**src/rtl/tsc_pkg.sv**
```systemverilog
// Shared constants and carrier types for the token stream core.
// Assumes one core clock and a synchronous active-low reset.
package tsc_pkg;

  // ---------------------------------------------------------------
  // Widths and sizes
  // ---------------------------------------------------------------
  localparam int DATA_W     = 16;
  localparam int NUM_GPR    = 8;
  localparam int PC_W       = 10;
  localparam int FIFO_W     = 64;  // Eight bytes per word
  localparam int FIFO_DEPTH = 8;   // 8 words = 64 bytes
  localparam int TBL_AW     = 8;
  localparam int SEL_W      = 2;

  // ---------------------------------------------------------------
  // Reset values and field positions
  // ---------------------------------------------------------------
  localparam logic [PC_W-1:0]   RESET_PC     = 10'h000;
  localparam logic [DATA_W-1:0] STATUS_RESET = 16'h0000;
  localparam int FLAG_N_POS = 15;
  localparam int FLAG_LO    = 12;  // Flags sit in bits 15..12
  localparam int OP_POS     = 12;
  localparam int RD_POS     = 9;
  localparam int RA_POS     = 6;
  localparam int RB_POS     = 3;
  localparam logic [2:0] LAST_BYTE = 3'h7;

  // ---------------------------------------------------------------
  // Operation codes
  // ---------------------------------------------------------------
  localparam logic [3:0] OP_NOP    = 4'h0;
  localparam logic [3:0] OP_ADD    = 4'h1;
  localparam logic [3:0] OP_ADDC   = 4'h2;
  localparam logic [3:0] OP_SUB    = 4'h3;
  localparam logic [3:0] OP_CMP    = 4'h4;
  localparam logic [3:0] OP_AND    = 4'h5;
  localparam logic [3:0] OP_OR     = 4'h6;
  localparam logic [3:0] OP_LDI    = 4'h7;
  localparam logic [3:0] OP_LOADH  = 4'h8;
  localparam logic [3:0] OP_STOREH = 4'h9;
  localparam logic [3:0] OP_JMP    = 4'ha;
  localparam logic [3:0] OP_BR     = 4'hb;
  localparam logic [3:0] OP_GETB   = 4'hc;
  localparam logic [3:0] OP_LOOKUP = 4'hd;
  localparam logic [3:0] OP_LSHIFT = 4'he;

  // Predecoded instruction fields
  typedef struct packed {
    logic [3:0]  op;
    logic [2:0]  rd;
    logic [2:0]  ra;
    logic [2:0]  rb;
    logic [2:0]  sub;
    logic [7:0]  imm;
    logic        hi;
    logic [11:0] target;
  } tsc_dec_t;

  // Shared data memory request
  typedef struct packed {
    logic              re;
    logic              we;
    logic [SEL_W-1:0]  sel;
    logic [DATA_W-1:0] addr;
    logic [DATA_W-1:0] wdata;
  } tsc_dmem_req_t;

endpackage

```
**src/rtl/tsc_core.sv**
```systemverilog
// Token stream core: three stage fetch/decode/execute pipeline.
// Assumes combinational instruction and shared data memory reads.
`timescale 1ns/1ps
module tsc_core
(
  input  wire logic                          clk,        // 40 MHz clock
  input  wire logic                          resetn,     // Sync, active low
  output logic [tsc_pkg::PC_W-1:0]           imem_addr,  // Fetch address
  input  wire logic [tsc_pkg::DATA_W-1:0]    imem_rdata, // Fetched word
  output tsc_pkg::tsc_dmem_req_t             dmem_req,   // Data mem request
  input  wire logic [tsc_pkg::DATA_W-1:0]    dmem_rdata, // Data mem read
  input  wire logic                          dma_valid,  // DMA word offered
  input  wire logic [tsc_pkg::FIFO_W-1:0]    dma_data,   // DMA word
  output logic                               dma_ready,  // FIFO has room
  input  wire logic                          tbl_we,     // Table write
  input  wire logic [tsc_pkg::TBL_AW-1:0]    tbl_waddr,  // Table address
  input  wire logic [tsc_pkg::DATA_W-1:0]    tbl_wdata,  // Table data
  output logic [tsc_pkg::DATA_W-1:0]         status_word // Flags word
);
  import tsc_pkg::*;

  typedef enum logic { TSC_EX_ISSUE, TSC_EX_FINISH } tsc_ex_state_t;

  // ---------------------------------------------------------------
  // Declarations
  // ---------------------------------------------------------------
  logic [PC_W-1:0]   pc_reg;
  logic [DATA_W-1:0] fetched_instruction_latch;
  logic              ir_valid_reg;
  tsc_dec_t          predecode_latch;
  tsc_dec_t          dec_in;
  logic              pd_valid_reg;
  logic [DATA_W-1:0] opa_reg;
  logic [DATA_W-1:0] opb_reg;
  logic [DATA_W-1:0] gpr_reg [NUM_GPR];
  logic [DATA_W-1:0] status_reg;
  tsc_ex_state_t     ex_state_reg;
  logic [2:0]        byte_idx_reg;
  tsc_dmem_req_t     dmem_req_reg;
  logic [2:0]        opb_idx;
  logic [DATA_W-1:0] opa_fwd;
  logic [DATA_W-1:0] opb_fwd;
  logic              ex_hold;
  logic              wb_en;
  logic [2:0]        wb_addr;
  logic [DATA_W-1:0] wb_data;
  logic              flag_we;
  logic [3:0]        flags_next;
  logic              jump_taken;
  logic [PC_W-1:0]   jump_target;
  logic              fifo_pop;
  logic              fifo_valid;
  logic [FIFO_W-1:0] fifo_data;
  logic [DATA_W-1:0] tbl_rdata;
  logic [DATA_W:0]   sum_ext;
  logic [DATA_W-1:0] res;
  logic [7:0]        fifo_byte;

  // ---------------------------------------------------------------
  // Bitstream FIFO and lookup table
  // ---------------------------------------------------------------
  // Compressed input buffer
  tsc_fifo #(.W(FIFO_W), .DEPTH(FIFO_DEPTH)) u_fifo
  (
    .clk       (clk),
    .resetn    (resetn),
    .in_valid  (dma_valid),
    .in_data   (dma_data),
    .in_ready  (dma_ready),
    .out_valid (fifo_valid),
    .out_data  (fifo_data),
    .out_ready (fifo_pop)
  );

  tsc_mem #(.AW(TBL_AW), .W(DATA_W)) u_table
  (
    .clk     (clk),
    .wr_en   (tbl_we),
    .wr_addr (tbl_waddr),
    .wr_data (tbl_wdata),
    .rd_addr (opa_reg[TBL_AW-1:0]),
    .rd_data (tbl_rdata)
  );

  assign fifo_byte   = fifo_data[{byte_idx_reg, 3'h0} +: 8];
  assign imem_addr   = pc_reg;
  assign dmem_req    = dmem_req_reg;
  assign status_word = status_reg;

  // ---------------------------------------------------------------
  // Fetch stage
  // ---------------------------------------------------------------
  // First of the three stages
  // Target fetched, word after slot squashed
  always_ff @(posedge clk)
  begin
    if (!resetn)
    begin
      pc_reg                    <= RESET_PC;
      fetched_instruction_latch <= 16'h0000;
      ir_valid_reg              <= 1'b0;
    end
    else if (!ex_hold)
    begin
      fetched_instruction_latch <= imem_rdata;
      if (jump_taken)
      begin
        pc_reg       <= jump_target;
        ir_valid_reg <= 1'b0;
      end
      else
      begin
        pc_reg       <= pc_reg + 1'b1;
        ir_valid_reg <= 1'b1;
      end
    end
  end

  // ---------------------------------------------------------------
  // Decode stage
  // ---------------------------------------------------------------
  // Field split of the held instruction
  assign dec_in.op     = fetched_instruction_latch[OP_POS +: 4];
  assign dec_in.rd     = fetched_instruction_latch[RD_POS +: 3];
  assign dec_in.ra     = fetched_instruction_latch[RA_POS +: 3];
  assign dec_in.rb     = fetched_instruction_latch[RB_POS +: 3];
  assign dec_in.sub    = fetched_instruction_latch[2:0];
  assign dec_in.imm    = fetched_instruction_latch[7:0];
  assign dec_in.hi     = fetched_instruction_latch[8];
  assign dec_in.target = fetched_instruction_latch[11:0];

  // Immediate byte loads and word stores read the destination register as operand b
  assign opb_idx = (dec_in.op == OP_LDI || dec_in.op == OP_STOREH) ?
                   dec_in.rd : dec_in.rb;

  // Same-cycle write-back bypass makes interlocks unnecessary
  assign opa_fwd = (wb_en && wb_addr == dec_in.ra) ? wb_data
                                                   : gpr_reg[dec_in.ra];
  assign opb_fwd = (wb_en && wb_addr == opb_idx) ? wb_data
                                                 : gpr_reg[opb_idx];

  always_ff @(posedge clk)
  begin
    if (!resetn)
    begin
      predecode_latch <= '0;
      pd_valid_reg    <= 1'b0;
      opa_reg         <= 16'h0000;
      opb_reg         <= 16'h0000;
    end
    else if (!ex_hold)
    begin
      predecode_latch <= dec_in;
      pd_valid_reg    <= ir_valid_reg;
      opa_reg         <= opa_fwd;
      opb_reg         <= opb_fwd;
    end
  end

  // ---------------------------------------------------------------
  // Execute stage
  // ---------------------------------------------------------------
  // Operation classes of the 16-bit datapath
  // Flags from ALU and compare ops
  always_comb
  begin
    ex_hold     = 1'b0;
    wb_en       = 1'b0;
    wb_addr     = predecode_latch.rd;
    wb_data     = 16'h0000;
    flag_we     = 1'b0;
    flags_next  = status_reg[FLAG_N_POS -: 4];
    jump_taken  = 1'b0;
    jump_target = predecode_latch.target[PC_W-1:0];
    fifo_pop    = 1'b0;
    sum_ext     = 17'h0;
    res         = 16'h0000;
    if (pd_valid_reg)
    begin
      case (predecode_latch.op)
        OP_ADD, OP_ADDC:
        begin
          sum_ext = {1'b0, opa_reg} + {1'b0, opb_reg} +
                    17'((predecode_latch.op == OP_ADDC) &&
                        status_reg[FLAG_N_POS - 2]);
          res     = sum_ext[DATA_W-1:0];
          flags_next = {res[15], res == 16'h0000, sum_ext[DATA_W],
                        (opa_reg[15] == opb_reg[15]) &&
                        (res[15] != opa_reg[15])};
          flag_we = 1'b1;
          wb_en   = 1'b1;
        end
        OP_SUB, OP_CMP:
        begin
          sum_ext = {1'b0, opa_reg} - {1'b0, opb_reg};
          res     = sum_ext[DATA_W-1:0];
          flags_next = {res[15], res == 16'h0000, sum_ext[DATA_W],
                        (opa_reg[15] != opb_reg[15]) &&
                        (res[15] != opa_reg[15])};
          flag_we = 1'b1;
          wb_en   = (predecode_latch.op == OP_SUB);
        end
        OP_AND, OP_OR:
        begin
          res = (predecode_latch.op == OP_AND) ? (opa_reg & opb_reg)
                                               : (opa_reg | opb_reg);
          flags_next = {res[15], res == 16'h0000, 2'b00};
          flag_we    = 1'b1;
          wb_en      = 1'b1;
        end
        OP_LDI:
        begin
          res   = predecode_latch.hi ? {predecode_latch.imm, opb_reg[7:0]}
                                     : {opb_reg[15:8], predecode_latch.imm};
          wb_en = 1'b1;
        end
        OP_LSHIFT:
        begin
          res   = opa_reg << ({1'b0, predecode_latch.sub} + 4'h1);
          wb_en = 1'b1;
        end
        // Load stays two cycles in execute
        OP_LOADH, OP_LOOKUP:
        begin
          ex_hold = (ex_state_reg == TSC_EX_ISSUE);
          wb_en   = (ex_state_reg == TSC_EX_FINISH);
          res     = (predecode_latch.op == OP_LOADH) ? dmem_rdata
                                                     : tbl_rdata;
        end
        // Byte fetch waits for FIFO data
        OP_GETB:
        begin
          ex_hold  = !fifo_valid;
          wb_en    = fifo_valid;
          res      = {8'h00, fifo_byte};
          fifo_pop = fifo_valid && (byte_idx_reg == LAST_BYTE);
        end
        OP_JMP:
          jump_taken = 1'b1;
        // Branch tests one flag against a polarity
        OP_BR:
        begin
          jump_taken  = status_reg[FLAG_N_POS - predecode_latch.sub[2:1]] ==
                        predecode_latch.sub[0];
          jump_target = opa_reg[PC_W-1:0];
        end
        default:
          res = 16'h0000;
      endcase
    end
    wb_data = res;
  end

  always_ff @(posedge clk)
  begin
    if (!resetn)
      ex_state_reg <= TSC_EX_ISSUE;
    else if (ex_state_reg == TSC_EX_FINISH)
      ex_state_reg <= TSC_EX_ISSUE;
    else if (pd_valid_reg && (predecode_latch.op == OP_LOADH ||
                              predecode_latch.op == OP_LOOKUP))
      ex_state_reg <= TSC_EX_FINISH;
  end

  // Shared memory request, one of three memories
  always_ff @(posedge clk)
  begin
    if (!resetn)
      dmem_req_reg <= '0;
    else
    begin
      dmem_req_reg.re    <= pd_valid_reg && ex_state_reg == TSC_EX_ISSUE &&
                            predecode_latch.op == OP_LOADH;
      dmem_req_reg.we    <= pd_valid_reg && predecode_latch.op == OP_STOREH;
      dmem_req_reg.sel   <= predecode_latch.sub[SEL_W-1:0];
      dmem_req_reg.addr  <= opa_reg;
      dmem_req_reg.wdata <= opb_reg;
    end
  end

  // Byte position inside the FIFO head word
  always_ff @(posedge clk)
  begin
    if (!resetn)
      byte_idx_reg <= 3'h0;
    else if (pd_valid_reg && predecode_latch.op == OP_GETB && fifo_valid)
      byte_idx_reg <= byte_idx_reg + 3'h1;
  end

  always_ff @(posedge clk)
  begin
    if (!resetn)
    begin
      for (int i = 0; i < NUM_GPR; i++)
        gpr_reg[i] <= 16'h0000;
    end
    else if (wb_en)
      gpr_reg[wb_addr] <= wb_data;
  end

  // Flags in the top four status bits
  always_ff @(posedge clk)
  begin
    if (!resetn)
      status_reg <= STATUS_RESET;
    else if (flag_we)
      status_reg[FLAG_N_POS:FLAG_LO] <= flags_next;
  end
endmodule

```
**src/rtl/tsc_fifo.sv**
```systemverilog
// Bitstream FIFO with valid/ready on both sides.
// Assumes both sides run on the core clock.
`timescale 1ns/1ps
module tsc_fifo
#(
  parameter int W     = tsc_pkg::FIFO_W,
  parameter int DEPTH = tsc_pkg::FIFO_DEPTH
)
(
  input  wire logic         clk,       // Core clock
  input  wire logic         resetn,    // Sync reset, active low
  input  wire logic         in_valid,  // Write offered
  input  wire logic [W-1:0] in_data,   // Write word
  output logic              in_ready,  // Room for a word
  output logic              out_valid, // Word available
  output logic [W-1:0]      out_data,  // Head word
  input  wire logic         out_ready  // Head consumed
);
  localparam int AW = $clog2(DEPTH);
  localparam int CW = AW + 1;

  logic [W-1:0]  mem_reg [DEPTH];
  logic [AW-1:0] wr_ptr_reg;
  logic [AW-1:0] rd_ptr_reg;
  logic [CW-1:0] count_reg;
  logic [CW-1:0] count_next;
  logic          push;
  logic          pop;

  // Handshakes and occupancy
  assign push       = in_valid && in_ready;
  assign pop        = out_ready && out_valid;
  assign out_valid  = (count_reg != '0);
  assign out_data   = mem_reg[rd_ptr_reg];
  assign count_next = count_reg + CW'(push) - CW'(pop);

  // Storage
  always_ff @(posedge clk)
  begin
    if (push)
      mem_reg[wr_ptr_reg] <= in_data;
  end

  // Pointers, count and registered ready
  always_ff @(posedge clk)
  begin
    if (!resetn)
    begin
      wr_ptr_reg <= '0;
      rd_ptr_reg <= '0;
      count_reg  <= '0;
      in_ready   <= 1'b0;
    end
    else
    begin
      if (push)
        wr_ptr_reg <= (wr_ptr_reg == AW'(DEPTH - 1)) ? '0 : wr_ptr_reg + 1'b1;
      if (pop)
        rd_ptr_reg <= (rd_ptr_reg == AW'(DEPTH - 1)) ? '0 : rd_ptr_reg + 1'b1;
      count_reg <= count_next;
      in_ready  <= (count_next < CW'(DEPTH));
    end
  end
endmodule

```
**src/rtl/tsc_mem.sv**
```systemverilog
// Lookup table memory, written by software, read by the core.
// Read data comes out of a register one clock after the address.
`timescale 1ns/1ps
module tsc_mem
#(
  parameter int AW = tsc_pkg::TBL_AW,
  parameter int W  = tsc_pkg::DATA_W
)
(
  input  wire logic          clk,     // Core clock
  input  wire logic          wr_en,   // Table write strobe
  input  wire logic [AW-1:0] wr_addr, // Table write address
  input  wire logic [W-1:0]  wr_data, // Table write data
  input  wire logic [AW-1:0] rd_addr, // Lookup address
  output logic      [W-1:0]  rd_data  // Registered lookup data
);
  logic [W-1:0] mem_reg [2**AW];

  // Write port and registered read port
  always_ff @(posedge clk)
  begin
    if (wr_en)
      mem_reg[wr_addr] <= wr_data;
    rd_data <= mem_reg[rd_addr];
  end
endmodule

```
**config.mk**
```make
export PLATFORM = sky130hd
export DESIGN_NAME = tsc_core
export DESIGN_NICKNAME = d
export VERILOG_FILES = /design/src/rtl/tsc_pkg.sv /design/src/rtl/tsc_core.sv /design/src/rtl/tsc_fifo.sv /design/src/rtl/tsc_mem.sv
export SDC_FILE = /design/constraint.sdc
export NUM_CORES = 2
export LEC_CHECK = 0
export BUFFER_PORTS_ARGS = -buffer_cell sky130_fd_sc_hd__buf_2
export CAP_MARGIN = 20
export CORE_ASPECT_RATIO = 0.6
export CORE_MARGIN = 4
export CORE_UTILIZATION = 30
export CTS_CLUSTER_DIAMETER = 60
export DETAILED_ROUTE_END_ITERATION = 16
export PLACE_DENSITY_LB_ADDON = 0.05
export SYNTH_ARGS = -nofsm -noshare
export SYNTH_HDL_FRONTEND = slang
export SYNTH_MEMORY_MAX_BITS = 65536
export SYNTH_SLANG_ARGS = --single-unit
```
**constraint.sdc**
```tcl
create_clock -name clk -period 7.3 [get_ports clk]
set_input_delay 0.73 -clock clk [delete_from_list [all_inputs] [get_ports clk]]
set_output_delay 0.73 -clock clk [all_outputs]
set_load 0.01 [all_outputs]
```
==> flow_summary.yaml <==
outcome:
  outcome: "finished, final reports clean"
die:
  die_y_um: 627
  initial_utilization: 0.301
  die_width_mm: 1.04
  core_sq_um: 637000
  die-area_sq_um: 652000
  ioPinCount: 187
  num_rows: 227
synthesis:
  yosysMostFrequentCell: "edfxtp_1"
  synth_seq_area_share: 0.757
  synth-edff-count: 4736
  syn_area_sq_um: 192000
  synth.area.top_cells: "edfxtp_1 (74%), mux4_2 (18%), dfxtp_1 (1.6%)"
  async_reset_ff_frac: 0
  synth_area_per_cell_sq_um: 22.3
  yosys-top-cells-count: "edfxtp_1 (4736), mux4_2 (1559), nor2_1 (531)"
  ys_seq_elements: 4886
  synthCells: 8595
  synth.distinct_cells: 90
  yosysTopAreaCell: "edfxtp_1"
  synth_flop_cell: "edfxtp_1"
  synth_top_area_frac: 0.742
  ys_warn_count: 0
worst_setup_path:
  cp.required_ns: 8.12
  start_kind: "flop"
  r2r_end: "u_table.rd_data[13]$_DFF_P_"
  arrival_ns: 5.96
  regToRegStartpoint: "opa_reg[0]$_SDFFE_PN0N_"
  r2r_setup_slack_ns: 2.16
  end_kind: "flop"
  reg2regPathDepth: 7
  crit_path_max_fanout: 35
  crit_type: "flop to flop"
final_layout:
  area_growth_syn_to_layout_pct: 16.6
  nNetsFinal: 9479
  drive_gt1_frac: 0.320
  largest_reg_flops: 4096
drt:
  drt_drc_violations_left: 0
  via_per_inst: 5.27
  final_antenna_net_count: 0
  dr.pass1.iters: 6
  wl_per_cell_um: 35.6
  drt_iter0_drc: 11100
  vias: 95800
  wl_mm: 646
worst_hold_path:
  min_path_cells: 3
  min_from: "resetn"
  min_to: "ex_state_reg$_SDFF_PP0_"
  hp-class: "primary input to flop"
placement:
  io_buffers: 174
  dp_slack_ns: 2.00
  hpwl_mm: 388
  gp_congestion: 0.889
clocking:
  post_cts_buffers: 0
  cts_inserted_buffers: 539
  clkTransAtPathRegs_ns: 0.06
  clock_latency_ns: 1.01
  root_buffer: "clkbuf_16"
  post_cts_resize_count: 0
  max-clock-path-buffers: 5
  holdBufCountCts: 80
  h-tree-depth: 6
  cts_num_sinks: 4886
  cts_tree: "done"
sta:
  rsz0062_at_grt: "no"
  setup_viol: 0
  finalHoldViolCount: 0
  post-route-period-util: 0.704
  fmax_mhz: 195
  worst_pin_slew_ns: 1.48
  fin_setup_tns_ns: 0
  skew_ns: 0.0487
  max_slew_margin: 0.0164
  slew_viol_final: 0
  setup_slack_ns: 2.16
  period_minus_slack_ns: 5.14
grt:
  antenna_found_initial: 75
  grt_pass1_vias: 95700
  grt_pass1_wl_mm: 869
  grt_max_degree: 168
  grt_usage: 0.194
  grt_overflow_total: 0
power:
  power_leakage_nw: 67.5
  power_density_nw_per_um2: 281
  power_mw: 62.8
  irDropWorstVdd_v: 0.000143
flow_run:
  drv_cap: 0
## metrics by stage
stage / area (sq um) / hold WS (ns) / utilization / instances
detailed placement: 206000 / 0.452 / 0.324 / 17100
global route: 224000 / 0.0680 / 0.351 / 18200
CTS: 223000 / 0.0294 / 0.351 / 18100
finish: 224000 / 0.111 / 0.351 / 18200
floorplan: 192000 / 0.432 / - / 8606
global placement: 206000 / 0.443 / 0.323 / 17100
## cell families after synthesis
family | count (synthesis) | synth area share
muxes | 1651 | 0.188
buffers and inverters | 560 | 0.0117
xor gates and xnor gates | 32 | 0.00146
and+or+nand+nor | 1016 | 0.0230
other | 1 | 0.0000196
DFF | 4886 | 0.757
AOI/OAI and AO/OA | 384 | 0.0138
adders and majority gates | 65 | 0.00440
## worst max-delay path: stages, from the launching register on
cell and delay [ns]:
dfxtp_4 0.67, buf_4 0.51, buf_4 0.72, mux4_2 0.62
mux4_2 0.66, mux4_2 0.65, a22oi_1 0.80, nand2_1 0.22
## routing by layer
metal	global-route usage	share of wire	wire length [um]	up-vias
met3	0.0382	0.063	40900	724
li1	-	-	-	37800
met2	0.270	0.42	268000	3367
met4	0.0359	0.018	11800	4
met1	0.315	0.50	325000	53900
met5	0	0.000042	27	-
## worst max-delay path by stage
| stage | from | end | depth (start not counted) |
|---|---|---|---|
| floorplan | dma_valid | u_fifo.mem_reg[4][0]$_DFFE_PP_ | 4 |
| global placement | opa_reg[0]$_SDFFE_PN0N_ | u_table.rd_data[13]$_DFF_P_ | 7 |
| detailed placement | opa_reg[0]$_SDFFE_PN0N_ | u_table.rd_data[13]$_DFF_P_ | 7 |
| CTS | opa_reg[0]$_SDFFE_PN0N_ | u_table.rd_data[13]$_DFF_P_ | 7 |
| global route | opa_reg[0]$_SDFFE_PN0N_ | u_table.rd_data[13]$_DFF_P_ | 7 |
| finish | opa_reg[0]$_SDFFE_PN0N_ | u_table.rd_data[13]$_DFF_P_ | 7 |
## final cells by class
type,count,area (sq um)
Timing Repair Buffer,645,5560
Fill cell,58600,413000
Tap cell,8473,10600
Sequential cell,4886,145000
Inverter,58,231
Clock buffer,699,14800
Clock inverter,220,1720
Multi-Input combinational cell,3160,45400
Antenna cell,35,87.6
## where the power goes
| group | internal (mW) | leakage [nW] | total (mW) | switching (mW) |
|---|---|---|---|---|
| sequential | 31.0 | 44.0 | 31.3 | 0.290 |
| clock | 15.1 | 8.07 | 26.3 | 11.2 |
| combinational | 1.88 | 15.5 | 5.16 | 3.29 |
## cells in the final DEF, fill, tap and decap left out, drive strengths merged, types with 21 or more instances in the layout
master,count
edfxtp,4736
buf,565
inv,74
dfxtp,150
a21oi,96
o21ai,60
nor2b,25
xnor2,22
nand3,37
dlygate4sd3,80
mux2i,72
a22oi,44
and3,21
bufinv,24
nor2,531
clkbuf,699
mux4,1561
clkinv,171
ha,61
nand4,25
nand2,248
a211oi,22
nor3,30
diode,35
o211ai,24
No activity file was read; power rests on OpenSTA's default activity.
